--- src/cab_defs.svh ---
// Register offsets, field positions, reset values and opcodes of the decode unit.
`ifndef CAB_DEFS_SVH
`define CAB_DEFS_SVH

// ----------------------------------------------------------------------
// Register byte offsets
// ----------------------------------------------------------------------
`define CAB_OFF_INSTR  8'h00
`define CAB_OFF_PC     8'h04
`define CAB_OFF_GBASE  8'h08
`define CAB_OFF_PRET   8'h0C
`define CAB_OFF_SEL    8'h10
`define CAB_OFF_GPR    8'h14
`define CAB_OFF_FPR    8'h18
`define CAB_OFF_STAT   8'h1C

// ----------------------------------------------------------------------
// Status field positions
// ----------------------------------------------------------------------
`define CAB_STAT_BUSY  0
`define CAB_STAT_T     1
`define CAB_STAT_SLOT  2
`define CAB_STAT_ILL   3

// ----------------------------------------------------------------------
// Reset values and constants
// ----------------------------------------------------------------------
`define CAB_PC_RST     32'h0000_0000
`define CAB_FP_ZERO    32'h0000_0000
`define CAB_FP_ONE     32'h3F80_0000

// ----------------------------------------------------------------------
// Opcodes, upper byte or nibble, and lower-byte function codes
// ----------------------------------------------------------------------
`define CAB_OP_STB     8'hC0
`define CAB_OP_STW     8'hC1
`define CAB_OP_STL     8'hC2
`define CAB_OP_LDB     8'hC4
`define CAB_OP_LDW     8'hC5
`define CAB_OP_LDL     8'hC6
`define CAB_OP_ADRGEN  8'hC7
`define CAB_OP_BTEST   8'hCC
`define CAB_OP_BAND    8'hCD
`define CAB_OP_BXOR    8'hCE
`define CAB_OP_BOR     8'hCF
`define CAB_OP_BRT     8'h89
`define CAB_OP_BRF     8'h8B
`define CAB_OP_BRTD    8'h8D
`define CAB_OP_BRFD    8'h8F
`define CAB_NIB_PCLDW  4'h9
`define CAB_NIB_PCLDL  4'hD
`define CAB_NIB_REL    4'hA
`define CAB_NIB_RELSUB 4'hB
`define CAB_NIB_ZERO   4'h0
`define CAB_NIB_FLOAT  4'hF
`define CAB_LO_RFAR    8'h23
`define CAB_LO_RSUB    8'h03
`define CAB_LO_FZERO   8'h8D
`define CAB_LO_FONE    8'h9D

`endif

--- src/cab_pkg.sv ---
// Types shared by the decode unit and its bench.
package cab_pkg;

  typedef enum logic [3:0] {
    CAB_IDLE  = 4'b0001,
    CAB_EXEC  = 4'b0010,
    CAB_READ  = 4'b0100,
    CAB_WRITE = 4'b1000
  } cab_state_e;

  typedef enum logic [1:0] {
    CAB_SZ_BYTE = 2'b00,
    CAB_SZ_WORD = 2'b01,
    CAB_SZ_LONG = 2'b10
  } cab_size_e;

  typedef struct packed {
    logic        req;
    logic        we;
    cab_size_e   size;
    logic [31:0] addr;
    logic [31:0] wdata;
  } cab_mem_req_s;

  typedef struct packed {
    cab_state_e        st;
    logic [15:0]       ir;
    logic [31:0]       pc;
    logic [31:0]       globalBase;
    logic [31:0]       procReturn;
    logic [3:0]        sel;
    logic              t;
    logic              slot;
    logic [31:0]       slotTgt;
    logic              illegal;
    logic [15:0][31:0] gpr;
    logic [15:0][31:0] fpr;
    cab_mem_req_s      mem;
    logic              pready;
    logic              pslverr;
    logic [31:0]       prdata;
  } cab_state_s;

endpackage

--- src/cab_decode_unit.sv ---
// Decode and execute unit for base-relative, PC-relative and branch instructions.
// Function
// (RULE1) Stores of reg zero at base plus scaled displacement.
// (RULE2) Byte and word base loads sign-extend.
// (RULE3) Longword base load copies word unchanged.
// (RULE4) Indexed byte logic ops read, combine, write back.
// (RULE5) Indexed byte test sets flag when zero.
// (RULE6) PC word load sign-extends into register.
// (RULE7) PC longword load uses aligned PC base.
// (RULE8) Address generate writes aligned address to zero.
// (RULE9) Register far branch jumps to register plus PC.
// (RULE10) Register subroutine branch saves return, delayed.
// (RULE11) Branch if false jumps when flag clear.
// (RULE12) Branch if true jumps when flag set.
// (RULE13) Delayed branch if false, slot first.
// (RULE14) Delayed branch if true, slot first.
// (RULE15) Relative branch delayed, 12-bit displacement.
// (RULE16) Relative subroutine branch saves return, delayed.
// (RULE17) Float zero load writes all zeros.
// (RULE18) Float one load writes one encoding.
// (RULE19) Move displacements unsigned, branch displacements signed.
// (RULE20) Delay slot executes before the transfer.
// (RULE21) Only byte test alters flag; no privilege.
`timescale 1ns/1ps
`include "cab_defs.svh"

module cab_decode_unit
  import cab_pkg::*;
(
  // Clock and reset
  input  wire logic         clk,
  input  wire logic         rst_b,
  // APB slave
  input  wire logic         psel,
  input  wire logic         penable,
  input  wire logic         pwrite,
  input  wire logic [7:0]   paddr,
  input  wire logic [31:0]  pwdata,
  output logic              pready,
  output logic              pslverr,
  output logic [31:0]       prdata,
  // Load/store unit
  output cab_mem_req_s      memOut,
  input  wire logic         memAck,
  input  wire logic [31:0]  memRdata
);

  // ----------------------------------------------------------------------
  // Helpers
  // ----------------------------------------------------------------------
  function automatic logic [31:0] sext8(input logic [7:0] v);
    sext8 = {{24{v[7]}}, v};
  endfunction

  function automatic logic [31:0] sext16(input logic [15:0] v);
    sext16 = {{16{v[15]}}, v};
  endfunction

  cab_state_s  s;
  cab_state_s  next_s;
  logic [15:0] ir;
  logic [3:0]  rn;
  logic [31:0] pc4;
  logic [31:0] pcAl;
  logic [31:0] zd;
  logic [31:0] brd8;
  logic [31:0] brd12;
  logic [7:0]  rmw;
  logic        retire;
  logic        jump;
  logic        dly;
  logic [31:0] tgt;
  logic        busy;
  logic [31:0] rdVal;

  assign pready  = s.pready;
  assign pslverr = s.pslverr;
  assign prdata  = s.prdata;
  assign memOut  = s.mem;

  // ----------------------------------------------------------------------
  // Next-state logic
  // ----------------------------------------------------------------------
  always_comb
  begin
    next_s = s;
    ir     = s.ir;
    rn     = s.ir[11:8];
    pc4    = s.pc + 32'h0000_0004;
    pcAl   = {s.pc[31:2], 2'b00} + 32'h0000_0004;
    zd     = {24'h00_0000, s.ir[7:0]};                             // RULE19
    brd8   = sext8(s.ir[7:0]) << 1;                                // RULE19
    brd12  = {{20{s.ir[11]}}, s.ir[11:0]} << 1;                    // RULE19
    rmw    = 8'h00;
    retire = 1'b0;
    jump   = 1'b0;
    dly    = 1'b0;
    tgt    = 32'h0000_0000;
    busy   = (s.st != CAB_IDLE);
    rdVal  = 32'h0000_0000;

    unique case (s.st)
      CAB_IDLE:
      begin
      end
      CAB_EXEC:
      begin
        retire = 1'b1;
        if (ir[15:12] == `CAB_NIB_PCLDW)
        begin
          next_s.mem = '{1'b1, 1'b0, CAB_SZ_WORD, pc4 + (zd << 1), 32'h0000_0000}; // RULE6
          retire = 1'b0;
        end
        else if (ir[15:12] == `CAB_NIB_PCLDL)
        begin
          next_s.mem = '{1'b1, 1'b0, CAB_SZ_LONG, pcAl + (zd << 2), 32'h0000_0000}; // RULE7
          retire = 1'b0;
        end
        else if (ir[15:12] == `CAB_NIB_REL)
        begin
          tgt = pc4 + brd12;                                        // RULE15
          dly = 1'b1;
        end
        else if (ir[15:12] == `CAB_NIB_RELSUB)
        begin
          next_s.procReturn = pc4;                                  // RULE16
          tgt = pc4 + brd12;
          dly = 1'b1;
        end
        else if (ir[15:12] == `CAB_NIB_ZERO && ir[7:0] == `CAB_LO_RFAR)
        begin
          tgt  = s.gpr[rn] + pc4;                                   // RULE9
          jump = 1'b1;
        end
        else if (ir[15:12] == `CAB_NIB_ZERO && ir[7:0] == `CAB_LO_RSUB)
        begin
          next_s.procReturn = pc4;                                  // RULE10
          tgt = s.gpr[rn] + pc4;
          dly = 1'b1;
        end
        else if (ir[15:12] == `CAB_NIB_FLOAT && ir[7:0] == `CAB_LO_FZERO)
        begin
          next_s.fpr[rn] = `CAB_FP_ZERO;                            // RULE17
        end
        else if (ir[15:12] == `CAB_NIB_FLOAT && ir[7:0] == `CAB_LO_FONE)
        begin
          next_s.fpr[rn] = `CAB_FP_ONE;                             // RULE18
        end
        else if (ir[15:8] == `CAB_OP_STB || ir[15:8] == `CAB_OP_STW
                 || ir[15:8] == `CAB_OP_STL)
        begin
          next_s.mem = '{1'b1, 1'b1, cab_size_e'(ir[9:8]),
                         s.globalBase + (zd << ir[9:8]), s.gpr[0]};  // RULE1
          next_s.st  = CAB_WRITE;
          retire = 1'b0;
        end
        else if (ir[15:8] == `CAB_OP_LDB || ir[15:8] == `CAB_OP_LDW
                 || ir[15:8] == `CAB_OP_LDL)
        begin
          next_s.mem = '{1'b1, 1'b0, cab_size_e'(ir[9:8]),
                         s.globalBase + (zd << ir[9:8]), 32'h0000_0000}; // RULE2 RULE3
          retire = 1'b0;
        end
        else if (ir[15:8] == `CAB_OP_ADRGEN)
        begin
          next_s.gpr[0] = pcAl + (zd << 2);                         // RULE8
        end
        else if (ir[15:10] == 6'b110011)
        begin
          next_s.mem = '{1'b1, 1'b0, CAB_SZ_BYTE,
                         s.gpr[0] + s.globalBase, 32'h0000_0000};    // RULE4 RULE5
          retire = 1'b0;
        end
        else if (ir[15:8] == `CAB_OP_BRT || ir[15:8] == `CAB_OP_BRF
                 || ir[15:8] == `CAB_OP_BRTD || ir[15:8] == `CAB_OP_BRFD)
        begin
          // Bit 9 picks the sense, bit 10 the delayed form.
          tgt  = pc4 + brd8;
          jump = (s.t == ~ir[9]) && !ir[10];                        // RULE11 RULE12
          dly  = (s.t == ~ir[9]) && ir[10];                         // RULE13 RULE14
        end
        else
        begin
          next_s.illegal = 1'b1;
        end
        if (!retire && next_s.st == CAB_EXEC)
        begin
          next_s.st = CAB_READ;
        end
      end
      CAB_READ:
      begin
        if (memAck)
        begin
          next_s.mem.req = 1'b0;
          retire = 1'b1;
          unique case (s.mem.size)
            CAB_SZ_BYTE: rdVal = sext8(memRdata[7:0]);              // RULE2
            CAB_SZ_WORD: rdVal = sext16(memRdata[15:0]);            // RULE2 RULE6
            default:     rdVal = memRdata;                          // RULE3 RULE7
          endcase
          if (ir[15:8] == `CAB_OP_BTEST)
          begin
            next_s.t = ((memRdata[7:0] & ir[7:0]) == 8'h00);        // RULE5 RULE21
          end
          else if (ir[15:10] == 6'b110011)
          begin
            unique case (ir[9:8])
              2'b01:   rmw = memRdata[7:0] & ir[7:0];
              2'b10:   rmw = memRdata[7:0] ^ ir[7:0];
              default: rmw = memRdata[7:0] | ir[7:0];
            endcase
            // The write goes back to the address just read.
            next_s.mem.req   = 1'b1;                                // RULE4
            next_s.mem.we    = 1'b1;
            next_s.mem.wdata = {24'h00_0000, rmw};
            next_s.st        = CAB_WRITE;
            retire = 1'b0;
          end
          else if (ir[15:12] == `CAB_NIB_PCLDW || ir[15:12] == `CAB_NIB_PCLDL)
          begin
            next_s.gpr[rn] = rdVal;                                 // RULE6 RULE7
          end
          else
          begin
            next_s.gpr[0] = rdVal;                                  // RULE2 RULE3
          end
        end
      end
      CAB_WRITE:
      begin
        if (memAck)
        begin
          next_s.mem.req = 1'b0;
          next_s.mem.we  = 1'b0;
          retire = 1'b1;
        end
      end
    endcase

    // Retirement: a pending delayed target is taken only after the slot
    // instruction has run, so the slot sees the sequential PC.
    if (retire)
    begin
      next_s.st = CAB_IDLE;
      if (jump)
      begin
        next_s.pc = tgt;
      end
      else if (s.slot)
      begin
        next_s.pc   = s.slotTgt;                                    // RULE20
        next_s.slot = 1'b0;
      end
      else
      begin
        next_s.pc = s.pc + 32'h0000_0002;
      end
      if (dly)
      begin
        next_s.slot    = 1'b1;                                      // RULE20
        next_s.slotTgt = tgt;
      end
    end

    // APB: one wait cycle, then pready; writes commit on the pready edge.
    // No privilege check exists anywhere on this path.
    next_s.pready  = 1'b0;
    next_s.pslverr = 1'b0;
    if (psel && penable && !s.pready)
    begin
      next_s.pready = 1'b1;
      next_s.prdata = 32'h0000_0000;
      unique case (paddr)
        `CAB_OFF_INSTR: next_s.prdata = {16'h0000, s.ir};
        `CAB_OFF_PC:    next_s.prdata = s.pc;
        `CAB_OFF_GBASE: next_s.prdata = s.globalBase;
        `CAB_OFF_PRET:  next_s.prdata = s.procReturn;
        `CAB_OFF_SEL:   next_s.prdata = {28'h000_0000, s.sel};
        `CAB_OFF_GPR:   next_s.prdata = s.gpr[s.sel];
        `CAB_OFF_FPR:   next_s.prdata = s.fpr[s.sel];
        `CAB_OFF_STAT:
        begin
          next_s.prdata[`CAB_STAT_BUSY] = busy;
          next_s.prdata[`CAB_STAT_T]    = s.t;
          next_s.prdata[`CAB_STAT_SLOT] = s.slot;
          next_s.prdata[`CAB_STAT_ILL]  = s.illegal;
        end
        default:        next_s.pslverr = 1'b1;
      endcase
      // Writes while an instruction is in flight would race it, so refuse.
      if (pwrite && busy)
      begin
        next_s.pslverr = 1'b1;
      end
    end
    else if (psel && penable && pwrite && !s.pslverr)
    begin
      unique case (paddr)
        `CAB_OFF_INSTR:
        begin
          next_s.ir      = pwdata[15:0];
          next_s.illegal = 1'b0;
          next_s.st      = CAB_EXEC;
        end
        `CAB_OFF_PC:    next_s.pc         = pwdata;
        `CAB_OFF_GBASE: next_s.globalBase = pwdata;
        `CAB_OFF_PRET:  next_s.procReturn = pwdata;
        `CAB_OFF_SEL:   next_s.sel        = pwdata[3:0];
        `CAB_OFF_GPR:   next_s.gpr[s.sel] = pwdata;
        `CAB_OFF_FPR:   next_s.fpr[s.sel] = pwdata;
        `CAB_OFF_STAT:
        begin
          next_s.t    = pwdata[`CAB_STAT_T];
          next_s.slot = 1'b0;
        end
        default:
        begin
        end
      endcase
    end
  end

  // ----------------------------------------------------------------------
  // State register
  // ----------------------------------------------------------------------
  always_ff @(posedge clk)
  begin
    if (!rst_b)
    begin
      s    <= '0;
      s.st <= CAB_IDLE;
      s.pc <= `CAB_PC_RST;
    end
    else
    begin
      s <= next_s;
    end
  end

endmodule // cab_decode_unit

--- config.mk ---
export PLATFORM = sky130hd
export DESIGN_NAME = cab_decode_unit
export DESIGN_NICKNAME = d
export VERILOG_FILES = /design/src/cab_pkg.sv /design/src/cab_decode_unit.sv
export VERILOG_INCLUDE_DIRS = /design/src
export SDC_FILE = /design/constraint.sdc
export NUM_CORES = 2
export LEC_CHECK = 0
export BUFFER_PORTS_ARGS = -buffer_cell sky130_fd_sc_hd__buf_4
export CAP_MARGIN = 0
export CORE_MARGIN = 2
export CORE_UTILIZATION = 32
export DETAILED_ROUTE_END_ITERATION = 10
export SYNTH_ARGS = -nofsm -noshare
export SYNTH_HDL_FRONTEND = slang
export SYNTH_SLANG_ARGS = --single-unit
--- constraint.sdc ---
create_clock -name clk -period 6.67 [get_ports clk]
set_input_delay 0.667 -clock clk [delete_from_list [all_inputs] [get_ports clk]]
set_output_delay 0.667 -clock clk [all_outputs]
set_load 0.03 [all_outputs]
## Word level (Yosys, flattened, before mapping)

Index checks and enable logic that the tools add are counted.

- Equal/unequal tests: 57
- $lt $le $gt $ge: 4
- Bitwise gates (word level): 10
- Shifts and indexed selects: 1
- Reductions and logical operators: 43
- $add $sub $neg: 10
- Mux-type cells: 178

Operator list:

| cell | number |
|---|---|
| $mux W512 | 8 |
| $mux W612 | 4 |
| $mux W1025 | 2 |
| $bwmux W512 | 3 |
| $mux W32 | 43 |
| $mux W544 | 2 |
| $mux W480 | 2 |
| $mux W68 | 8 |
| $and A512 B512 Y512 | 1 |
| $not A512 Y512 | 1 |
| $and A400 B400 Y400 | 1 |
| $not A400 Y400 | 1 |
| $bmux W32 S4 | 3 |
| $demux W32 S4 | 2 |
| $mux W122 | 2 |
| $pmux W32 S2 | 3 |
| $pmux W28 S6 | 1 |
| $add A32 B32 Y32 | 5 |
| $eq A8 B8 Y1 const B | 14 |
| $or A112 B112 Y112 | 1 |
| $mux W33 | 2 |
| $mux W1 | 65 |
| $add A32 B3 Y32 const B | 2 |
| $mux W4 | 16 |
| other kinds (52) | 111 |

- Bits of input ports: 78
- Register bits after elaboration: 1281
- Output and inout port bits: 102

## Logic depth before layout (Yosys ltp)

- Depth in word-level cells: 24
- Mapped depth: 18

## Worst setup path after synthesis

No wires, ideal clock.

- Kind: flip-flop to flip-flop
- Start point: reg s (netlist bit ir[8])
- End point: reg s[1259] (netlist name)
- Slack: 1400 ps
- Period minus slack after synthesis: 5270 ps
- Required time: 6536 ps
- Arrival: 5137 ps
- Cell stages (with the launch flop): 18
- Setup time: 134 ps
- Cells stage by stage: dfxtp_1 clkbuf_1 clkbuf_1 buf_1 mux4_2 mux4_2 ha_1 fa_1 a211oi_1 o21a_1 o211ai_1 a2111oi_0 nor2_1 a31oi_1 a21oi_1 xor2_1 a221oi_1 o22ai_1

- Cells in the longest elaborated chain, start to end: 23

Ends and longest elaborated chain:

| item | RTL line | source |
|---|---|---|
| start: declaration | cab_decode_unit.sv:59 | `cab_state_s s;` |
| start signal: assignment | cab_decode_unit.sv:337 | `s <= next_s;` |
| parallel branches: the longest is 19 deep, another holds $add A32 B32 Y32 | n/a |  |
| $mux W32 * | cab_decode_unit.sv:243 | `if (retire)` |
| $mux W32 | cab_decode_unit.sv:299 | `unique case (paddr)` |
| $mux W122 | cab_decode_unit.sv:297 | `else if (psel && penable && pwrite && !s.pslverr)` |
| $mux W122 * | cab_decode_unit.sv:270 | `if (psel && penable && !s.pready)` |

Every way passes the cells marked *. The select of a mux whose other input is x is not followed.
A chain may end at the register's enable or synchronous reset.

## Final worst setup path

- Start point: reg s[1233] (netlist name)
- End point: reg s[1155] (netlist name)

- Cells in the longest elaborated chain, start to end: 16

Ends and longest elaborated chain:

| item | RTL line | source |
|---|---|---|
| $add A32 B3 Y32 * | cab_decode_unit.sv:89 | `pc4 = s.pc + 32'h0000_0004;` |
| $add A32 B32 Y32 | cab_decode_unit.sv:178 | `tgt = pc4 + brd8;` |
| $mux W32 | cab_decode_unit.sv:174 | `` else if (ir[15:8] == `CAB_OP_BRT \|\| ir[15:8] == `CAB_OP_BRF `` |
| $mux W32 | cab_decode_unit.sv:168 | `else if (ir[15:10] == 6'b110011)` |
| $mux W32 | cab_decode_unit.sv:164 | `` else if (ir[15:8] == `CAB_OP_ADRGEN) `` |
| $mux W32 | cab_decode_unit.sv:157 | `` else if (ir[15:8] == `CAB_OP_LDB \|\| ir[15:8] == `CAB_OP_LDW `` |
| $mux W32 | cab_decode_unit.sv:149 | `` else if (ir[15:8] == `CAB_OP_STB \|\| ir[15:8] == `CAB_OP_STW `` |
| $mux W32 | cab_decode_unit.sv:145 | `` else if (ir[15:12] == `CAB_NIB_FLOAT && ir[7:0] == `CAB_LO_FONE) `` |
| $mux W32 | cab_decode_unit.sv:141 | `` else if (ir[15:12] == `CAB_NIB_FLOAT && ir[7:0] == `CAB_LO_FZERO) `` |
| $mux W32 | cab_decode_unit.sv:135 | `` else if (ir[15:12] == `CAB_NIB_ZERO && ir[7:0] == `CAB_LO_RSUB) `` |
| $mux W32 | cab_decode_unit.sv:130 | `` else if (ir[15:12] == `CAB_NIB_ZERO && ir[7:0] == `CAB_LO_RFAR) `` |
| $mux W32 | cab_decode_unit.sv:124 | `` else if (ir[15:12] == `CAB_NIB_RELSUB) `` |
| $mux W32 * | cab_decode_unit.sv:119 | `` else if (ir[15:12] == `CAB_NIB_REL) `` |
| $mux W32 * | cab_decode_unit.sv:114 | `` else if (ir[15:12] == `CAB_NIB_PCLDL) `` |
| $mux W32 * | cab_decode_unit.sv:109 | `` if (ir[15:12] == `CAB_NIB_PCLDW) `` |
| $mux W32 * | cab_decode_unit.sv:102 | `unique case (s.st)` |

Every way passes the cells marked *; elsewhere a longest branch is shown, timed or not.

==> reports/results.ini <==
[status]
status=complete, but fails checks
violations=max-slew violations

[route]
via_count=77600
dr_wl_met3_um=55000
finalWirelength_um=383000
ant_nets=0
drt_iter0_drc=13300
wl_met2_um=158000
vias_per_cell=6.41
drc=0
routedWlPerCell_um=31.7
maxUsedRoutingLayer=met5
drt_pass1_iterations=7
wl_met1_um=140000

[synthesis]
postSynthNetCount=9493
async_flop_share=0
synth_top_area_frac=0.339
yosysMostFrequentCell=nand2_1
synth_area_um2=75600
seq_area_frac_synth=0.339
synth_area_leaders=dfxtp_1, mux4_2, a21oi_1
synth-edff-count=0
ys.warnings.count=0
synth_ff_type=dfxtp_1
netlist-cell-type-count=91
syn_area_per_cell_um2=8.18
synth_top_cell_by_area=dfxtp_1
synth_commonest_cells=nand2_1, dfxtp_1, a21oi_1, clkbuf_1, nor2_1
ys_seq_elements=1281
synth_cells=9242

[power_and_ir_drop]
power.density_nw_per_um2=200
vdd_drop_max_v=0.000301
power_w=0.0169
p_leak_nw=27.6

[cts]
cts_resized=0
clockBufferDepth=3
cts_tree=built
cts_max_level=4
clkTransAtPathRegs_ns=0.06
post-cts-setup-buffers=0
root_buffer=clkbuf_16
ctsHoldBuffers=0
cts_buffers=144
clkLatencyLatePin_ns=0.86
clock-sinks=1281

[die]
pin_count=180
die-area_um2=240000
rows=178
die_h_um=490
core_area_um2=235000
die_x_um=490
initial_core_util=0.322

[timing]
timing.fmax_mhz=169
rsz0062_at_grt=no
tns_ns=0
relSlewSlack=-0.00124
skew_ns=0.0830
worst_slew_pin_slew_ns=1.50
maxSlewViolCount=1
period_share=0.888
finalSetupViolations=0
hold_viol_final=0
final.min_clock_period_ns=5.92

[cells_and_area]
area_growth_pct=11.6
final_net_count=9061
multiInputGateArea_um2=46000
nFillCells=24000
drive_above_1_share=0.145
regArea_um2=25700

[setup_path]
crit_required_ns=7.30
start_kind=flop
crit_fanout=11
critPathKind=reg2reg
cp.arrival_ns=6.55
cp-end-kind=flop

[run]
drv_cap=0

[grt]
grt_pass1_vias=72000
antenna_found_initial=44
grt_max_degree=210
grt_pass1_wl_um=534000
grt_use_total=0.304
overflow=0

[placed_design]
gp_congestion=1.06
portBuffers=179
hpwlAfterDp_um=251000

[min_path]
min_path_type=in2reg

==> metrics by stage <==
step	area, µm²	hold slack (ns)	utilization	setup slack [ns]	cells
floorplan	75600	0.426	-	1.40	9242
global placement	79300	0.439	0.337	0.943	11800
global route	84300	0.139	0.359	0.524	12100
CTS	84300	0.123	0.359	0.939	12100
detailed placement	79300	0.446	0.337	1.04	11800
finish	84400	0.157	0.359	0.749	12100
==> layout make-up <==
cell class,instances,area share
multi-input cells,6887,0.545
flip-flops and latches,1281,0.304
clock buffers,208,0.0493
well taps,3150,0.0467
repair buffers,424,0.0401
clock inverters,54,0.0105
inverters,72,0.00329
diodes,26,0.000771
==> worst max-delay path: stages, from the launching register on <==
cell and delay, ns:
dfxtp_1 0.67, nand3_2 0.41, nor4_1 0.86, nor2b_1 0.28, xnor2_1 0.35, inv_1 0.37, ha_1 0.45, o2111ai_1 0.18
o21ai_0 0.14, a2111oi_0 0.70, buf_4 0.22, nor2_1 0.07, a31oi_1 0.27, buf_4 0.16, xor2_1 0.13, nor2_1 0.06
nor3_1 0.25, o22ai_1 0.13
==> flip-flops by register name, summed over array words and instances (netlist names) <==
name     flops
pready       1
memOut      68
ir          16
s         1163
pslverr      1
prdata      32
==> power breakdown <==
| group | internal [W] | switching (W) | leakage, nW |
|---|---|---|---|
| registers | 0.00765 | 0.00000161 | 10.3 |
| clock network | 0.00495 | 0.00373 | 2.47 |
| logic | 0.0000803 | 0.000495 | 14.8 |
| total | 0.0127 | 0.00423 | 27.6 |
==> layer usage <==
metal	track usage	vias to the layer above
met4	0.206	44
met1	0.375	37600
li1	-	32500
met5	0	-
met2	0.439	6064
met3	0.113	1425
==> path summary, 6_finish.rpt <==
check	from	end	slack, ns	cells past startpoint
worst max-delay path	s[1233]	s[1155]	0.75	17
worst max register to register	s[1233]	s[1155]	0.75	17
worst min-delay path	pwdata[11]	s[433]	0.16	3
worst min register to register	s[609]	s[609]	0.45	2
==> cells in the final DEF (no fill, tap or decap), types with 87 or more instances in the layout <==
cell and instances:
a22oi_1 176, ha_1 168, o21ai_0 681, dfxtp_1 1271, clkbuf_16 144, mux4_2 482
nand3_1 375, o211ai_1 159, a211oi_1 141, buf_4 407, nor2_1 672, xnor2_1 128
nand2_1 1637, a21oi_1 1252, nor3_1 87
==> cells by family (layout without fill, tap and decap cells) <==
logic type      count (synthesis)  in the layout  synth area share
simple gates                 3103           3103             0.174
compound gates               2871           2871             0.225
flops                        1281           1281             0.339
buf+inv                      1074            758            0.0587
mux                           535            535             0.151
xor+xnor                      205            205            0.0239
fa+ha+maj                     173            173            0.0291
other cells                     0             26                 0
No activity file was read; power rests on OpenSTA's default activity.
